File: config.mk
export PLATFORM = sky130hd
export DESIGN_NAME = nvpl_core
export DESIGN_NICKNAME = d
export VERILOG_FILES = /design/src/logic/nvpl_core.v
export VERILOG_INCLUDE_DIRS = /design/src /design/src/logic
export SDC_FILE = /design/constraint.sdc
export NUM_CORES = 1
export LEC_CHECK = 0
export BUFFER_PORTS_ARGS = -buffer_cell sky130_fd_sc_hd__buf_2
export CORE_ASPECT_RATIO = 0.8
export CORE_MARGIN = 3
export CORE_UTILIZATION = 40
export CTS_CLUSTER_DIAMETER = 200
export DETAILED_ROUTE_END_ITERATION = 12
export PLACE_DENSITY = 0.6
export SKIP_LAST_GASP = 1
export SLEW_MARGIN = 25
export SYNTH_ARGS = -nofsm -noshare
export SYNTH_HDL_FRONTEND = slang
export SYNTH_SLANG_ARGS = --single-unit
File: constraint.sdc
create_clock -name ref_clk -period 29.7 [get_ports ref_clk]
set_input_delay 1.485 -clock ref_clk [delete_from_list [all_inputs] [get_ports ref_clk]]
set_output_delay 1.485 -clock ref_clk [all_outputs]
set_load 0.02 [all_outputs]
File: src/logic/nvpl_consts.vh
`ifndef NVPL_CONSTS_VH
`define NVPL_CONSTS_VH

`define NVPL_NUM_IRQ     26
`define NVPL_PRIO_W      3
`define NVPL_ID_W        5
`define NVPL_ADDR_W      8

`define NVPL_OFS_ENABLE  8'h00
`define NVPL_OFS_SETPEND 8'h04
`define NVPL_OFS_CLRPEND 8'h08
`define NVPL_OFS_ACTIVE  8'h0c
`define NVPL_OFS_PULSE   8'h10
`define NVPL_OFS_SOFTWARE_TRIGGER_REG  8'h14
`define NVPL_OFS_SPLIT   8'h18
`define NVPL_OFS_STATUS  8'h1c
`define NVPL_OFS_MASK    8'h20
`define NVPL_OFS_SELECT  8'h24
`define NVPL_OFS_PRIO    8'h40

`define NVPL_NMI_BIT     26
`define NVPL_STAT_W      27
`define NVPL_SPLIT_W     2

`endif

File: src/logic/nvpl_core.v
// The register offsets and the Avalon-MM register port are this design's own decisions.
`timescale 1ns/10ps
`include "nvpl_consts.vh"

module nvpl_core #(
   parameter NUM_IRQ = `NVPL_NUM_IRQ
) (
   // Clock and reset
   input  wire                     ref_clk,
   input  wire                     rst,
   // Avalon-MM slave
   input  wire [`NVPL_ADDR_W-1:0]  avs_address,
   input  wire                     avs_read,
   input  wire                     avs_write,
   input  wire [31:0]              avs_writedata,
   output reg  [31:0]              avs_readdata,
   output reg                      avs_waitrequest,
   // Request pins from peripherals
   input  wire [NUM_IRQ-1:0]       irq_pin,
   input  wire                     nmi_pin,
   // Core exception entry and return
   input  wire                     core_entry,
   input  wire [`NVPL_ID_W-1:0]    core_entry_id,
   input  wire                     core_return,
   input  wire [`NVPL_ID_W-1:0]    core_return_id,
   // Selected request and NMI request towards the core
   output reg                      svc_valid,
   output reg  [`NVPL_ID_W-1:0]    svc_id,
   output reg  [`NVPL_PRIO_W-1:0]  svc_group,
   output reg  [`NVPL_PRIO_W-1:0]  svc_sub,
   output reg                      nmi_req,
   // Interrupt to software
   output reg                      irq_out
);

   // Pin synchronisers and filtered levels
   reg  [NUM_IRQ-1:0]           sync1_reg;
   reg  [NUM_IRQ-1:0]           sync2_reg;
   reg  [NUM_IRQ-1:0]           sync3_reg;
   reg  [NUM_IRQ-1:0]           line_reg;
   reg  [NUM_IRQ-1:0]           line_d_reg;
   reg  [2:0]                   nmi_sync_reg;
   reg                          nmi_line_reg;
   reg                          nmi_line_d_reg;

   // Interrupt state and configuration
   reg  [NUM_IRQ-1:0]           pend_reg;
   reg  [NUM_IRQ-1:0]           act_reg;
   reg  [NUM_IRQ-1:0]           enable_reg;
   reg  [NUM_IRQ-1:0]           pulse_reg;
   reg  [`NVPL_SPLIT_W-1:0]     split_reg;
   reg  [`NVPL_STAT_W-1:0]      status_reg;
   reg  [`NVPL_STAT_W-1:0]      mask_reg;
   reg  [`NVPL_PRIO_W-1:0]      prio_reg [0:NUM_IRQ-1];

   wire [NUM_IRQ-1:0]           pend_next;
   wire [NUM_IRQ-1:0]           act_next;
   wire [NUM_IRQ-1:0]           rise;
   wire [NUM_IRQ-1:0]           wr_prio;
   wire [`NVPL_STAT_W-1:0]      status_next;

   // Bus decode
   wire                         wr_go;
   wire                         rd_go;
   reg  [31:0]                  rdata;
   integer                      k;

   // Selection
   reg                          sel_found;
   reg  [`NVPL_ID_W-1:0]        sel_id;
   reg  [`NVPL_PRIO_W-1:0]      sel_prio;
   reg  [`NVPL_PRIO_W-1:0]      sub_mask;
   integer                      j;

   assign wr_go = avs_write & ~avs_waitrequest;
   assign rd_go = avs_read & avs_waitrequest;
   assign rise  = line_reg & ~line_d_reg;

   // Three-stage sampling; a change is taken when stages two and three agree
   always @(posedge ref_clk or posedge rst) begin
      if (rst) begin
         sync1_reg      <= {NUM_IRQ{1'b0}};
         sync2_reg      <= {NUM_IRQ{1'b0}};
         sync3_reg      <= {NUM_IRQ{1'b0}};
         line_reg       <= {NUM_IRQ{1'b0}};
         line_d_reg     <= {NUM_IRQ{1'b0}};
         nmi_sync_reg   <= 3'h0;
         nmi_line_reg   <= 1'b0;
         nmi_line_d_reg <= 1'b0;
      end else begin
         sync1_reg  <= irq_pin;
         sync2_reg  <= sync1_reg;
         sync3_reg  <= sync2_reg;
         line_reg   <= (sync2_reg & sync3_reg) |
                       (line_reg & (sync2_reg | sync3_reg));
         line_d_reg <= line_reg;
         nmi_sync_reg <= {nmi_sync_reg[1:0], nmi_pin};
         nmi_line_reg <= (nmi_sync_reg[1] & nmi_sync_reg[2]) |
                         (nmi_line_reg &
                          (nmi_sync_reg[1] | nmi_sync_reg[2]));
         nmi_line_d_reg <= nmi_line_reg;
      end
   end

   // Per-interrupt state machine: pending and active bits
   genvar g;
   generate
      for (g = 0; g < NUM_IRQ; g = g + 1) begin : gen_irq
         wire ent;
         wire ret;
         wire hw_set;
         wire sw_set;
         wire clr;
         reg  p;
         reg  a;
         localparam [`NVPL_ID_W-1:0] IDX   = g;
         localparam [7:0]            PADDR = `NVPL_OFS_PRIO + 4 * g;

         assign ent = core_entry & (core_entry_id == IDX);
         assign ret = core_return & (core_return_id == IDX);
         // Pulse mode latches an edge; level mode pends while idle
         // Entry masks the level term so a held line cannot block
         assign hw_set = pulse_reg[g] ? rise[g]
                         : (line_reg[g] & ~act_reg[g] & ~ent);
         assign sw_set = wr_go &
            (((avs_address == `NVPL_OFS_SETPEND) &&
              avs_writedata[g]) ||
             ((avs_address == `NVPL_OFS_SOFTWARE_TRIGGER_REG) &&
              (avs_writedata[`NVPL_ID_W-1:0] == IDX)));
         assign clr = wr_go && (avs_address == `NVPL_OFS_CLRPEND) &&
                      avs_writedata[g];

         always @* begin
            p = pend_reg[g];
            a = act_reg[g];
            if (clr) begin
               if (pulse_reg[g])
                  p = 1'b0;
               else if (!line_reg[g])
                  p = 1'b0;
            end
            if (ret) begin
               a = 1'b0;
               if (!pulse_reg[g])
                  p = line_reg[g];
            end
            if (ent) begin
               p = 1'b0;
               a = 1'b1;
            end
            // A new request wins over a clear in the same cycle
            if (hw_set || sw_set)
               p = 1'b1;
         end

         assign pend_next[g] = p;
         assign act_next[g]  = a;
         assign wr_prio[g] = wr_go && (avs_address == PADDR);
         assign status_next[g] = (status_reg[g] &
            ~(wr_go && (avs_address == `NVPL_OFS_STATUS) &&
              avs_writedata[g])) | (p & ~pend_reg[g]);

         always @(posedge ref_clk or posedge rst) begin
            if (rst)
               prio_reg[g] <= {`NVPL_PRIO_W{1'b0}};
            else if (wr_prio[g])
               prio_reg[g] <= avs_writedata[`NVPL_PRIO_W-1:0];
         end
      end
   endgenerate

   // NMI edge event, set wins over the clear
   assign status_next[`NVPL_NMI_BIT] = (status_reg[`NVPL_NMI_BIT] &
      ~(wr_go && (avs_address == `NVPL_OFS_STATUS) &&
        avs_writedata[`NVPL_NMI_BIT])) |
      (nmi_line_reg & ~nmi_line_d_reg);

   // Most urgent pending enabled request, lowest number on ties
   always @* begin
      sel_found = 1'b0;
      sel_id    = {`NVPL_ID_W{1'b0}};
      sel_prio  = {`NVPL_PRIO_W{1'b1}};
      for (j = NUM_IRQ - 1; j >= 0; j = j - 1) begin
         if (pend_reg[j] && enable_reg[j] && !act_reg[j] &&
             (!sel_found || prio_reg[j] <= sel_prio)) begin
            sel_found = 1'b1;
            sel_id    = j[`NVPL_ID_W-1:0];
            sel_prio  = prio_reg[j];
         end
      end
      sub_mask = ~({`NVPL_PRIO_W{1'b1}} << split_reg);
   end

   // Register read mux
   always @* begin
      rdata    = 32'h0;
      case (avs_address)
         `NVPL_OFS_ENABLE:  rdata[NUM_IRQ-1:0] = enable_reg;
         `NVPL_OFS_SETPEND: rdata[NUM_IRQ-1:0] = pend_reg;
         `NVPL_OFS_CLRPEND: rdata[NUM_IRQ-1:0] = pend_reg;
         `NVPL_OFS_ACTIVE:  rdata[NUM_IRQ-1:0] = act_reg;
         `NVPL_OFS_PULSE:   rdata[NUM_IRQ-1:0] = pulse_reg;
         `NVPL_OFS_SPLIT:   rdata[`NVPL_SPLIT_W-1:0] = split_reg;
         `NVPL_OFS_STATUS:  rdata[`NVPL_STAT_W-1:0] = status_reg;
         `NVPL_OFS_MASK:    rdata[`NVPL_STAT_W-1:0] = mask_reg;
         `NVPL_OFS_SELECT: begin
            rdata[`NVPL_ID_W-1:0] = sel_id;
            rdata[10:8]           = sel_prio;
            rdata[16]             = sel_found;
            rdata[17]             = nmi_line_reg;
         end
         default: begin
            for (k = 0; k < NUM_IRQ; k = k + 1) begin
               if (avs_address == (`NVPL_OFS_PRIO + 4 * k))
                  rdata[`NVPL_PRIO_W-1:0] = prio_reg[k];
            end
         end
      endcase
   end

   // Bus handshake: one wait cycle, then the access completes
   always @(posedge ref_clk or posedge rst) begin
      if (rst) begin
         avs_waitrequest <= 1'b1;
         avs_readdata    <= 32'h0;
      end else begin
         if ((avs_read || avs_write) && avs_waitrequest)
            avs_waitrequest <= 1'b0;
         else
            avs_waitrequest <= 1'b1;
         if (rd_go)
            avs_readdata <= rdata;
      end
   end

   // Configuration and state registers
   always @(posedge ref_clk or posedge rst) begin
      if (rst) begin
         pend_reg   <= {NUM_IRQ{1'b0}};
         act_reg    <= {NUM_IRQ{1'b0}};
         enable_reg <= {NUM_IRQ{1'b0}};
         pulse_reg  <= {NUM_IRQ{1'b0}};
         split_reg  <= {`NVPL_SPLIT_W{1'b0}};
         status_reg <= {`NVPL_STAT_W{1'b0}};
         mask_reg   <= {`NVPL_STAT_W{1'b0}};
      end else begin
         pend_reg   <= pend_next;
         act_reg    <= act_next;
         status_reg <= status_next;
         if (wr_go) begin
            case (avs_address)
               `NVPL_OFS_ENABLE:
                  enable_reg <= avs_writedata[NUM_IRQ-1:0];
               `NVPL_OFS_PULSE:
                  pulse_reg <= avs_writedata[NUM_IRQ-1:0];
               `NVPL_OFS_SPLIT:
                  split_reg <= avs_writedata[`NVPL_SPLIT_W-1:0];
               `NVPL_OFS_MASK:
                  mask_reg <= avs_writedata[`NVPL_STAT_W-1:0];
               default: ;
            endcase
         end
      end
   end

   // Registered outputs towards the core and software
   always @(posedge ref_clk or posedge rst) begin
      if (rst) begin
         svc_valid <= 1'b0;
         svc_id    <= {`NVPL_ID_W{1'b0}};
         svc_group <= {`NVPL_PRIO_W{1'b0}};
         svc_sub   <= {`NVPL_PRIO_W{1'b0}};
         nmi_req   <= 1'b0;
         irq_out   <= 1'b0;
      end else begin
         svc_valid <= sel_found;
         svc_id    <= sel_id;
         svc_group <= sel_prio >> split_reg;
         svc_sub   <= sel_prio & sub_mask;
         nmi_req   <= nmi_line_reg;
         irq_out   <= |(status_reg & mask_reg);
      end
   end

endmodule // nvpl_core

==> results of run 1 <==
stage by stage:
step	setup slack (ps)	hold WS, ps	std cells
after floorplan	-364	331	2152
after global placement	-816	333	3090
after detailed placement	-2290	336	3090
after CTS	-1250	350	3310
after global routing	-3580	354	3344
final	-2220	347	3347
path summary, 6_finish.rpt:
path | endpoint | slack (ps) | depth (start not counted)
setup reg to reg | avs_readdata[2] | -2220 | 196
hold / removal | sync2_reg[11] | 350 | 0
max in group asynchronous | prio_reg[57] | 27220 | 3
min in group asynchronous | line_reg[23] | 1000 | 2
setup / recovery | avs_readdata[2] | -2220 | 196
hold reg to reg | sync2_reg[11] | 350 | 0
timing repair:
item                                    CTS  global route
pin swaps                               118           121
resized for setup                       121           130
endpoints found under the setup margin   19            19
setup buffers                           147            40
cell type report:
class,count,area [um2]
multi-input cells,1560,12200
repair buffers,500,3580
well taps,693,867
clock inverters,24,372
inverters,95,367
fillers,4542,24100
flip-flops and latches,414,10400
clock buffers,56,1200
diodes,5,12.5
layer usage:
metal | up-vias | global-route usage [%]
li1 | 8856 | -
met1 | 10027 | 38.5
met2 | 1029 | 42.5
met3 | 231 | 6.02
met4 | 2 | 11.0
met5 | - | 0
critical path, delay by kind of cell, from the launching register on:
kind / cells / cell delay [ps]
buffers and inverters: 37 / 4500
DFF: 1 / 380
and+or+nand+nor: 39 / 5190
AOI/OAI and AO/OA: 90 / 14030
muxes: 7 / 1670
adders and majority gates: 23 / 6010
cells by family (layout without fill, tap and decap cells):
logic type	after synthesis	in the layout
mux	189	189
buf+inv	178	675
compound gates	559	559
fa+ha+maj	102	102
simple gates	705	705
other cells	1	10
flops	414	414
power by group through the flow:
stage | logic (mW) | registers, mW | clock network, mW
6_report | 0.375 | 0.647 | 0.605
5_1_grt | 0.400 | 0.652 | 0.639
4_1_cts | 0.328 | 0.646 | 0.615
3_5_place_dp | 0.278 | 0.656 | 0
3_3_place_gp | 0.271 | 0.654 | 0
2_1_floorplan | 0.154 | 0.655 | 0
placed cells by master, fill, tap and decap left out, types with 27 or more instances in the layout:
cell	synthesis	layout
sky130_fd_sc_hd__clkbuf_16	0	45
sky130_fd_sc_hd__ha_4	0	29
sky130_fd_sc_hd__a31oi_1	34	29
sky130_fd_sc_hd__maj3_1	27	27
sky130_fd_sc_hd__buf_4	5	351
sky130_fd_sc_hd__dfrtp_1	413	413
sky130_fd_sc_hd__a222oi_1	53	53
sky130_fd_sc_hd__nor2b_1	47	36
sky130_fd_sc_hd__o21ai_2	4	28
sky130_fd_sc_hd__buf_6	4	28
sky130_fd_sc_hd__nand2_1	254	240
sky130_fd_sc_hd__a21oi_1	106	78
sky130_fd_sc_hd__inv_1	95	83
sky130_fd_sc_hd__nand3_1	46	41
sky130_fd_sc_hd__o21ai_0	108	73
sky130_fd_sc_hd__nor2_1	198	173
sky130_fd_sc_hd__a22o_1	30	29
sky130_fd_sc_hd__buf_2	5	119
sky130_fd_sc_hd__mux2_2	170	164
sky130_fd_sc_hd__ha_1	75	41
==> results.md, run 1 <==
- The flow ran to the end, but the final reports show violations.
- The final reports fail on setup timing.
- The sequential power share is between 30% and 40%.
- In the routed layout, each cell is associated on average with a via count of 6.02.
- The adder-cell share of the synthesized area is 5.57%.
- After detailed routing, no signal wire sits above met5.
- The total number of yosys warnings is 0.
- The top cell type by area accounts for 47.6% of the synthesized area.
- The logic gate share of total power is 23.0%.
- Detailed placement finished with a half-perimeter wire length of between 50 and 60 mm.
- The met1 routed wirelength after detailed routing is 34.0 mm.
- Sorting the synthesized cells by how often they occur yields sky130_fd_sc_hd__dfrtp_1, sky130_fd_sc_hd__nand2_1, sky130_fd_sc_hd__nor2_1.
- The layout cell share with drive strength beyond 1 is around two fifths.
- The routability congestion estimate is 0.983.
- The timing-limited maximum frequency is about 31 MHz.
- In the final routed layout, each cell accounts on average for 24.5 um.
- In the synthesized netlist the dominant register cell turns out to be sky130_fd_sc_hd__dfrtp_1.
- On the final layout, the worst clock skew is 23.5 ps.
- On the worst path, the slowest cell contributes a delay of 390 ps.
- The fraction of power spent switching nets is 29.7%.
- The portion of synthesized area spent on multiplexers is roughly 9.8%.
- The routed via count is 20.1k.
- The kind of end point of the critical path is a flop.
- In this run the worst setup path begins at act_reg[25].
- In this run the number of H-tree levels came out at 2.
- In this run, the number of DRC markers left after iteration 0 of detailed routing was 2,277.
- The synthesized flop and latch total is 414.
- The largest net degree at the start of global routing is 148.
- The max-capacitance violation count is 0.
- The tree is rooted in a sky130_fd_sc_hd__clkbuf_16.
- The amount of wire on met2 after detailed routing is 36.6 mm.
- The biggest area contributor in the post-synthesis netlist is sky130_fd_sc_hd__dfrtp_1.
- The number of antenna violations at the first check in global routing is 6.
- The detail route stage leaves a number of antenna-violating nets equal to 0.
- The register with the most flip-flops in the layout has 78 of them.
- The iteration count of the initial detailed-routing pass is 6.
- Dividing total power by cell area gives a power density of around 56 mW/mm2.
- The floorplan core area is 0.0530 mm2.
- For the worst setup path, the data arrival time is between 30,000 and 40,000 ps.
- The actual slew at the worst max-slew pin is 1120 ps.
- The clock-pin slew reported for the worst setup and hold paths after clock tree synthesis is 60 ps.
- The critical path is of the reg2reg type.
- The post-place instance area is 0.0248 mm2.
- The floorplan step set the die width to around 270 um.
- The worst path in the final design needs a cycle of 31,920 ps, including I/O delays and setup.
- The accumulated negative setup slack is -39,040 ps.
- Total power for the finished layout comes to 1.63 mW.
- The gate count after technology mapping is 2,148.
- Data on the critical path is required at its endpoint by a little over 30,000 ps.
- The final period utilization is 107%.
- The share of total power dissipated in the clock network is between 30% and 40%.
- The total congestion overflow is 0.
- The floorplan step defined a die boundary enclosing 0.0571 mm2.
- The reg-to-reg startpoint is act_reg[25].
- After floorplanning, the core was divided into 75 placement rows.
- The final count of negative-setup-slack endpoints is 19.
- The clock latency on the worst-skew pair is 590 ps.
- In this design, the critical path's most frequently occurring cell is sky130_fd_sc_hd__buf_4.
- The first global-routing pass estimated between 100 and 150 mm of wire.
- Summing the areas of all xor and xnor instances in the mapped netlist gives 0% of the synthesized area.
- The netlist area before placement is roughly 0.022 mm2.
- The area growth from synthesis to layout is 33.3%.
- The initial utilization of the core area, before any placement, comes to 40.9%.
- 130 I/O pins were placed.
- The distinct cell type count after synthesis is 88.
- In the detailed route, the total length drawn on met3 is 8.12 mm.
- The kind of launch point of the worst setup path is a flop.
- The simple-gate share of the synthesized area is 15.2%.
- In this run, synthesis inferred 0 flip-flops with an integrated enable.
- The path category of the worst min-delay check is reg2reg.
- The leakage power summed over all cells is 13.3 nW.
- Across the VDD grid, the largest voltage drop is 47.2 uV.
- The number of pins with negative max-slew slack in the final report is 0.
- The worst slew slack as a fraction of its limit is 24.9%.
- The clock tree buffer depth is 3.
- Cell internal power was estimated by the tool at 1.14 mW.
- The post-synthesis compound-gate area fraction is 18.4%.
- Setup repair after global routing could not meet its margin everywhere.
- Yosys instantiated no cell more often than sky130_fd_sc_hd__dfrtp_1.
- The via count of the first global-routing pass was between 15k and 20k.
- Of all nets on the critical path, the largest fanout is 7.
- The die is 214 um tall.
- For this run, the post-layout net count is ~2.8k.
- After synthesis, the mean cell area works out to 10.1 um2.
- In this run the most critical hold path is launched from sync1_reg[11].
- The CTS tree is built.
- The tree built by TritonCTS fans out to 414 sinks.
- For this run, asynchronously set or reset flops after synthesis account for 100%.
- Buffers inserted during clock tree synthesis total between 40 and 50.
- The slowest library cell on the worst path is sky130_fd_sc_hd__a311o_1.
- Sorting the synthesized cells by area gives the leading types as sky130_fd_sc_hd__dfrtp_1, sky130_fd_sc_hd__mux2_2, sky130_fd_sc_hd__nand2_1.
- The total net switching power is 0.483 mW.
- The routed wire length is 82.1 mm.
- The share of the yosys chip area belonging to registers is between 40% and 50%.
- The DRC violations left is 0.
- For this design, the CTS-stage hold fixing added 0 buffers.
- After routing the design area is 0.0289 mm2.
- The total routing usage reported by global routing is 27.8%.
- The final count of hold timing violations was 0.
- The count of buffers from port buffering is 119.
- Setup slack on the critical path of the routed design comes to -2220 ps.
- The final core area utilization is 54.6%.
- After synthesis, the largest family of logic cells by area is compound AO/OA/AOI/OAI gates.
(Power assumes the default switching activity.)
==> run 2, diff against run 1 <==
--- a/config.mk
+++ b/config.mk
@@ -14,4 +14,5 @@
 export DETAILED_ROUTE_END_ITERATION = 12
 export PLACE_DENSITY = 0.6
+export REMOVE_ABC_BUFFERS = 1
 export SKIP_LAST_GASP = 1
 export SLEW_MARGIN = 25
==> constraint.sdc (replaced) <==
create_clock -name ref_clk -period 29.7 [get_ports ref_clk]
set_input_delay 5.94 -clock ref_clk [delete_from_list [all_inputs] [get_ports ref_clk]]
set_output_delay 5.94 -clock ref_clk [all_outputs]
set_load 0.02 [all_outputs]
==> run 2 against run 1 <==
  * The flow still finishes with violations (setup timing)
  * Cell count shrank 1.9%
  * Sequential power is essentially flat
  * Clock-buffer cell count grew 6
  * Worst hold slack lost 1.4 ps
  * Fmax shrank 2.0%
  * Power shrank 4.2%
  * Clock power shrank 9.4%
  * Critical endpoint unchanged
  * Highest routed layer unchanged
==> results.md, run 2 (synthesized netlist as in run 1, its figures left out) <==
- Outcome: finished, violations left (unchanged).
- Violations in the final reports: setup timing (unchanged).
- The number of flip-flops in the largest register is 78 (unchanged).
- The routability congestion estimate is 0.937 (was 0.983).
- The total internal power is 1.09 mW (was 1.14 mW).
- The post-layout minimum cycle time is 32,580 ps (was 31,920 ps).
- The routed wire length is 79.9 mm (was 82.1 mm).
- The floorplan core area was 0.0530 mm2 (unchanged).
- The area of the die was 0.0571 mm2 (unchanged).
- The final count of hold timing violations is 0 (unchanged).
- The clock root buffer is sky130_fd_sc_hd__clkbuf_16 (unchanged).
- The minimum setup slack among reg-to-reg paths is -2880 ps (was -2220 ps).
- The number of placed instances with taps included is 3,115 (was 3,090).
- The worst slew slack as a fraction of its limit was 26.1% (was 24.9%).
- The final net count is 2,715 (was 2,774).
- The most frequent standard cell in the layout excluding fill and tap cells is sky130_fd_sc_hd__dfrtp_1 (unchanged).
- The post-route worst hold slack was 346 ps (was 347 ps).
- The CTS tree is built (unchanged).
- The arrival time reported for the critical path endpoint came to 33,090 ps (was 32,440 ps).
- The total power consumption of the routed design came to 1.56 mW (was 1.63 mW).
- The final core area utilization was 53.3% (was 54.6%).
- The actual slew at the worst max-slew pin is 1100 ps (was 1120 ps).
- The path category of the worst min-delay check is reg2reg (unchanged).
- The cell with the most instances on the worst path is sky130_fd_sc_hd__o21ai_2 (was sky130_fd_sc_hd__buf_4).
- The number of clock sinks is 414 (unchanged).
- The detailed-placement wirelength estimate came to 55.1 mm (was 54.9 mm).
- The pre-CTS setup slack came to -5850 ps (was -2290 ps).
- The total congestion overflow was 0 (unchanged).
- The combined area of the multi-input logic cells came to 0.0121 mm2 (was 0.0122 mm2).
- The area growth from synthesis to layout is 30.3% (was 33.3%).
- The largest net degree at the start of global routing came to 85 (was 148).
- The critical-path maximum fanout was 7 (unchanged).
- The number of pins with negative max-slew slack in the final report is 0 (unchanged).
- The slowest library cell on the worst path was sky130_fd_sc_hd__dfrtp_1 (was sky130_fd_sc_hd__a311o_1).
- The count of standard-cell rows is 75 (unchanged).
- The endpoint required time on the critical path is 30,210 ps (was 30,220 ps).
- The max-capacitance violation count is 0 (unchanged).
- The ratio of routed vias to standard cells is 5.96 (was 6.02).
- The origin of the worst setup path is act_reg[25] (unchanged).
- The fraction of power spent switching nets is 29.7% (about the same).
- The reg-to-reg startpoint is act_reg[25] (unchanged).
- The detail-routed net length per standard cell is 24.3 um (was 24.5 um).
- The capture instance of the worst register-to-register path was avs_readdata[2] (unchanged).
- The worst-case vdd ir drop was 41.1 uV (was 47.2 uV).
- The number of buffers created by CTS came to 44 (was 45).
- The clock tree buffer depth is 3 (unchanged).
- The via count of the first global-routing pass came to 19.0k (was 19.9k).
- The leakage power summed over all cells is 12.9 nW (was 13.3 nW).
- The iteration count of the initial detailed-routing pass is 6 (unchanged).
- The clock-pin slew reported for the worst setup and hold paths after clock tree synthesis came to 60 ps (about the same).
- The number of top-level design ports is 130 (unchanged).
- The final count of negative-setup-slack endpoints is 19 (unchanged).
- The accumulated negative setup slack is -50,360 ps (was -39,040 ps).
- The non-filler instance count after layout came to 3,282 (was 3,347).
- The first-pass GRT wire length was 119 mm (was 122 mm).
- The vertical die dimension was 214 um (unchanged).
- The H-tree depth is 2 (unchanged).
- The routed via count is 19.6k (was 20.1k).
- The DRC violations left is 0 (unchanged).
- The cell area after layout is 0.0283 mm2 (was 0.0289 mm2).
- Commonest cells after routing, fill and taps aside: sky130_fd_sc_hd__dfrtp_1, sky130_fd_sc_hd__buf_4, sky130_fd_sc_hd__nand2_1 (unchanged).
- The area used by sequential logic in the layout came to 0.0104 mm2 (unchanged).
- Unrepaired setup endpoints after global routing: true (unchanged).
- The timing-limited maximum frequency came to 30.7 MHz (was 31.3 MHz).
- The endpoint of the most critical setup path is avs_readdata[2] (unchanged).
- The total routing usage reported by global routing is 27.2% (was 27.8%).
- The first-iteration detailed-routing DRC count is 2,079 (was 2,277).
- The layout cell share with drive strength beyond 1 is 36.7% (was 38.4%).
- The count of buffers from port buffering is 119 (unchanged).
- The setup skew after layout came to 37.2 ps (was 23.5 ps).
- The number of antenna violations at the first check in global routing is 3 (was 6).
- The total net switching power is 0.464 mW (was 0.483 mW).
- The kind of launch point of the worst setup path was a flop (unchanged).
- The kind of end point of the critical path is a flop (unchanged).
- The critical path class is reg2reg (unchanged).
- The sequential power share was 41.4% (was 39.8%).
- The depth of the most critical reg-to-reg path came to 189 (was 196).
- The post-place instance area is 0.0246 mm2 (was 0.0248 mm2).
- The initial core utilization is 40.9% (unchanged).
- The die width is 266 um (unchanged).
- The count of hold-fix buffers inserted at cts is 0 (unchanged).
- The largest incremental delay on the critical path was 390 ps (about the same).
- The part of the total power dissipated in the clock network is 35.2% (was 37.2%).
- The final period utilization is 110% (was 107%).
- The power density of the placed cells was 55.1 mW/mm2 (was 56.2 mW/mm2).
- The clock latency on the worst-skew pair is 590 ps (about the same).
- The logic gate share of total power came to 23.4% (was 23.0%).
- The worst setup margin is -2880 ps (was -2220 ps).
- The number of antenna-violating nets in the routed design was 0 (unchanged).
- The filler cell count in the final layout is 4,691 (was 4,542).
-- run 2: cell count changes in the layout (fill, tap and decap cells not counted), moves of 3 or more --
| cell | previous run | this run |
|---|---|---|
| sky130_fd_sc_hd__clkbuf_8 | 3 | 9 |
| sky130_fd_sc_hd__buf_4 | 351 | 297 |
| sky130_fd_sc_hd__nand3_1 | 41 | 44 |
| sky130_fd_sc_hd__bufinv_16 | 8 | 2 |
| sky130_fd_sc_hd__ha_4 | 29 | 26 |
| sky130_fd_sc_hd__nand3_2 | 5 | 2 |
| sky130_fd_sc_hd__o21ai_1 | 19 | 24 |
| sky130_fd_sc_hd__o21ai_4 | 8 | 4 |
| sky130_fd_sc_hd__o21ai_0 | 73 | 70 |
| sky130_fd_sc_hd__a211oi_1 | 6 | 9 |
-- run 2: metal layers --
layer / vias up / part of all wire [%] / GRT usage [%]
met5: - / 0.014 / 0
met1: 9816 / 45 / 39.9
met3: 188 / 8.1 / 4.71
li1: 8712 / - / -
met4: 2 / 3.2 / 8.44
met2: 858 / 44 / 40.9
-- run 2: area by class of cell --
type	instances	share of cell area [%]
Antenna cell	3	0.0265
Multi-Input combinational cell	1560	42.9
Timing Repair Buffer	442	11.0
Inverter	95	1.31
Clock buffer	62	4.45
Sequential cell	414	36.6
Tap cell	693	3.07
Clock inverter	13	0.566
-- run 2: worst min path at each step --
| stage | end | slack (ps) | depth (start not counted) | start |
|---|---|---|---|---|
| 2_1_floorplan | nmi_sync_reg[1] | 330 | 0 | nmi_sync_reg[0] |
| 3_3_place_gp | sync2_reg[19] | 330 | 0 | sync1_reg[19] |
| 3_5_place_dp | sync2_reg[23] | 330 | 0 | sync1_reg[23] |
| 4_1_cts | sync2_reg[23] | 350 | 0 | sync1_reg[23] |
| 5_1_grt | sync2_reg[12] | 350 | 0 | sync1_reg[12] |
| 6_report | sync2_reg[24] | 350 | 0 | sync1_reg[24] |
-- run 2: what timing repair did --
| action | 4_1_cts | 5_1_grt |
|---|---|---|
| gates resized for setup | 187 | 150 |
| buffers inserted | 62 | 34 |
| pin swaps | 116 | 156 |
| endpoints found under the setup margin | 19 | 19 |
-- run 2: worst max-delay path, delay by kind of cell, from the launching register on --
| kind | cells | cell delay [ps] |
|---|---|---|
| flip-flops | 1 | 390 |
| multiplexers | 6 | 1540 |
| adder cells (fa/ha/maj) | 25 | 6440 |
| AO/OA/AOI/OAI | 100 | 16440 |
| buffers and inverters | 18 | 2010 |
| AND/OR/NAND/NOR | 40 | 5620 |
-- run 2: power by group through the flow --
stage / Combinational, mW / Sequential (mW) / Clock (mW)
after floorplan: 0.139 / 0.655 / 0
after global placement: 0.267 / 0.652 / 0
after CTS: 0.318 / 0.644 / 0.560
after global routing: 0.392 / 0.651 / 0.583
final: 0.365 / 0.646 / 0.548
after detailed placement: 0.272 / 0.654 / 0
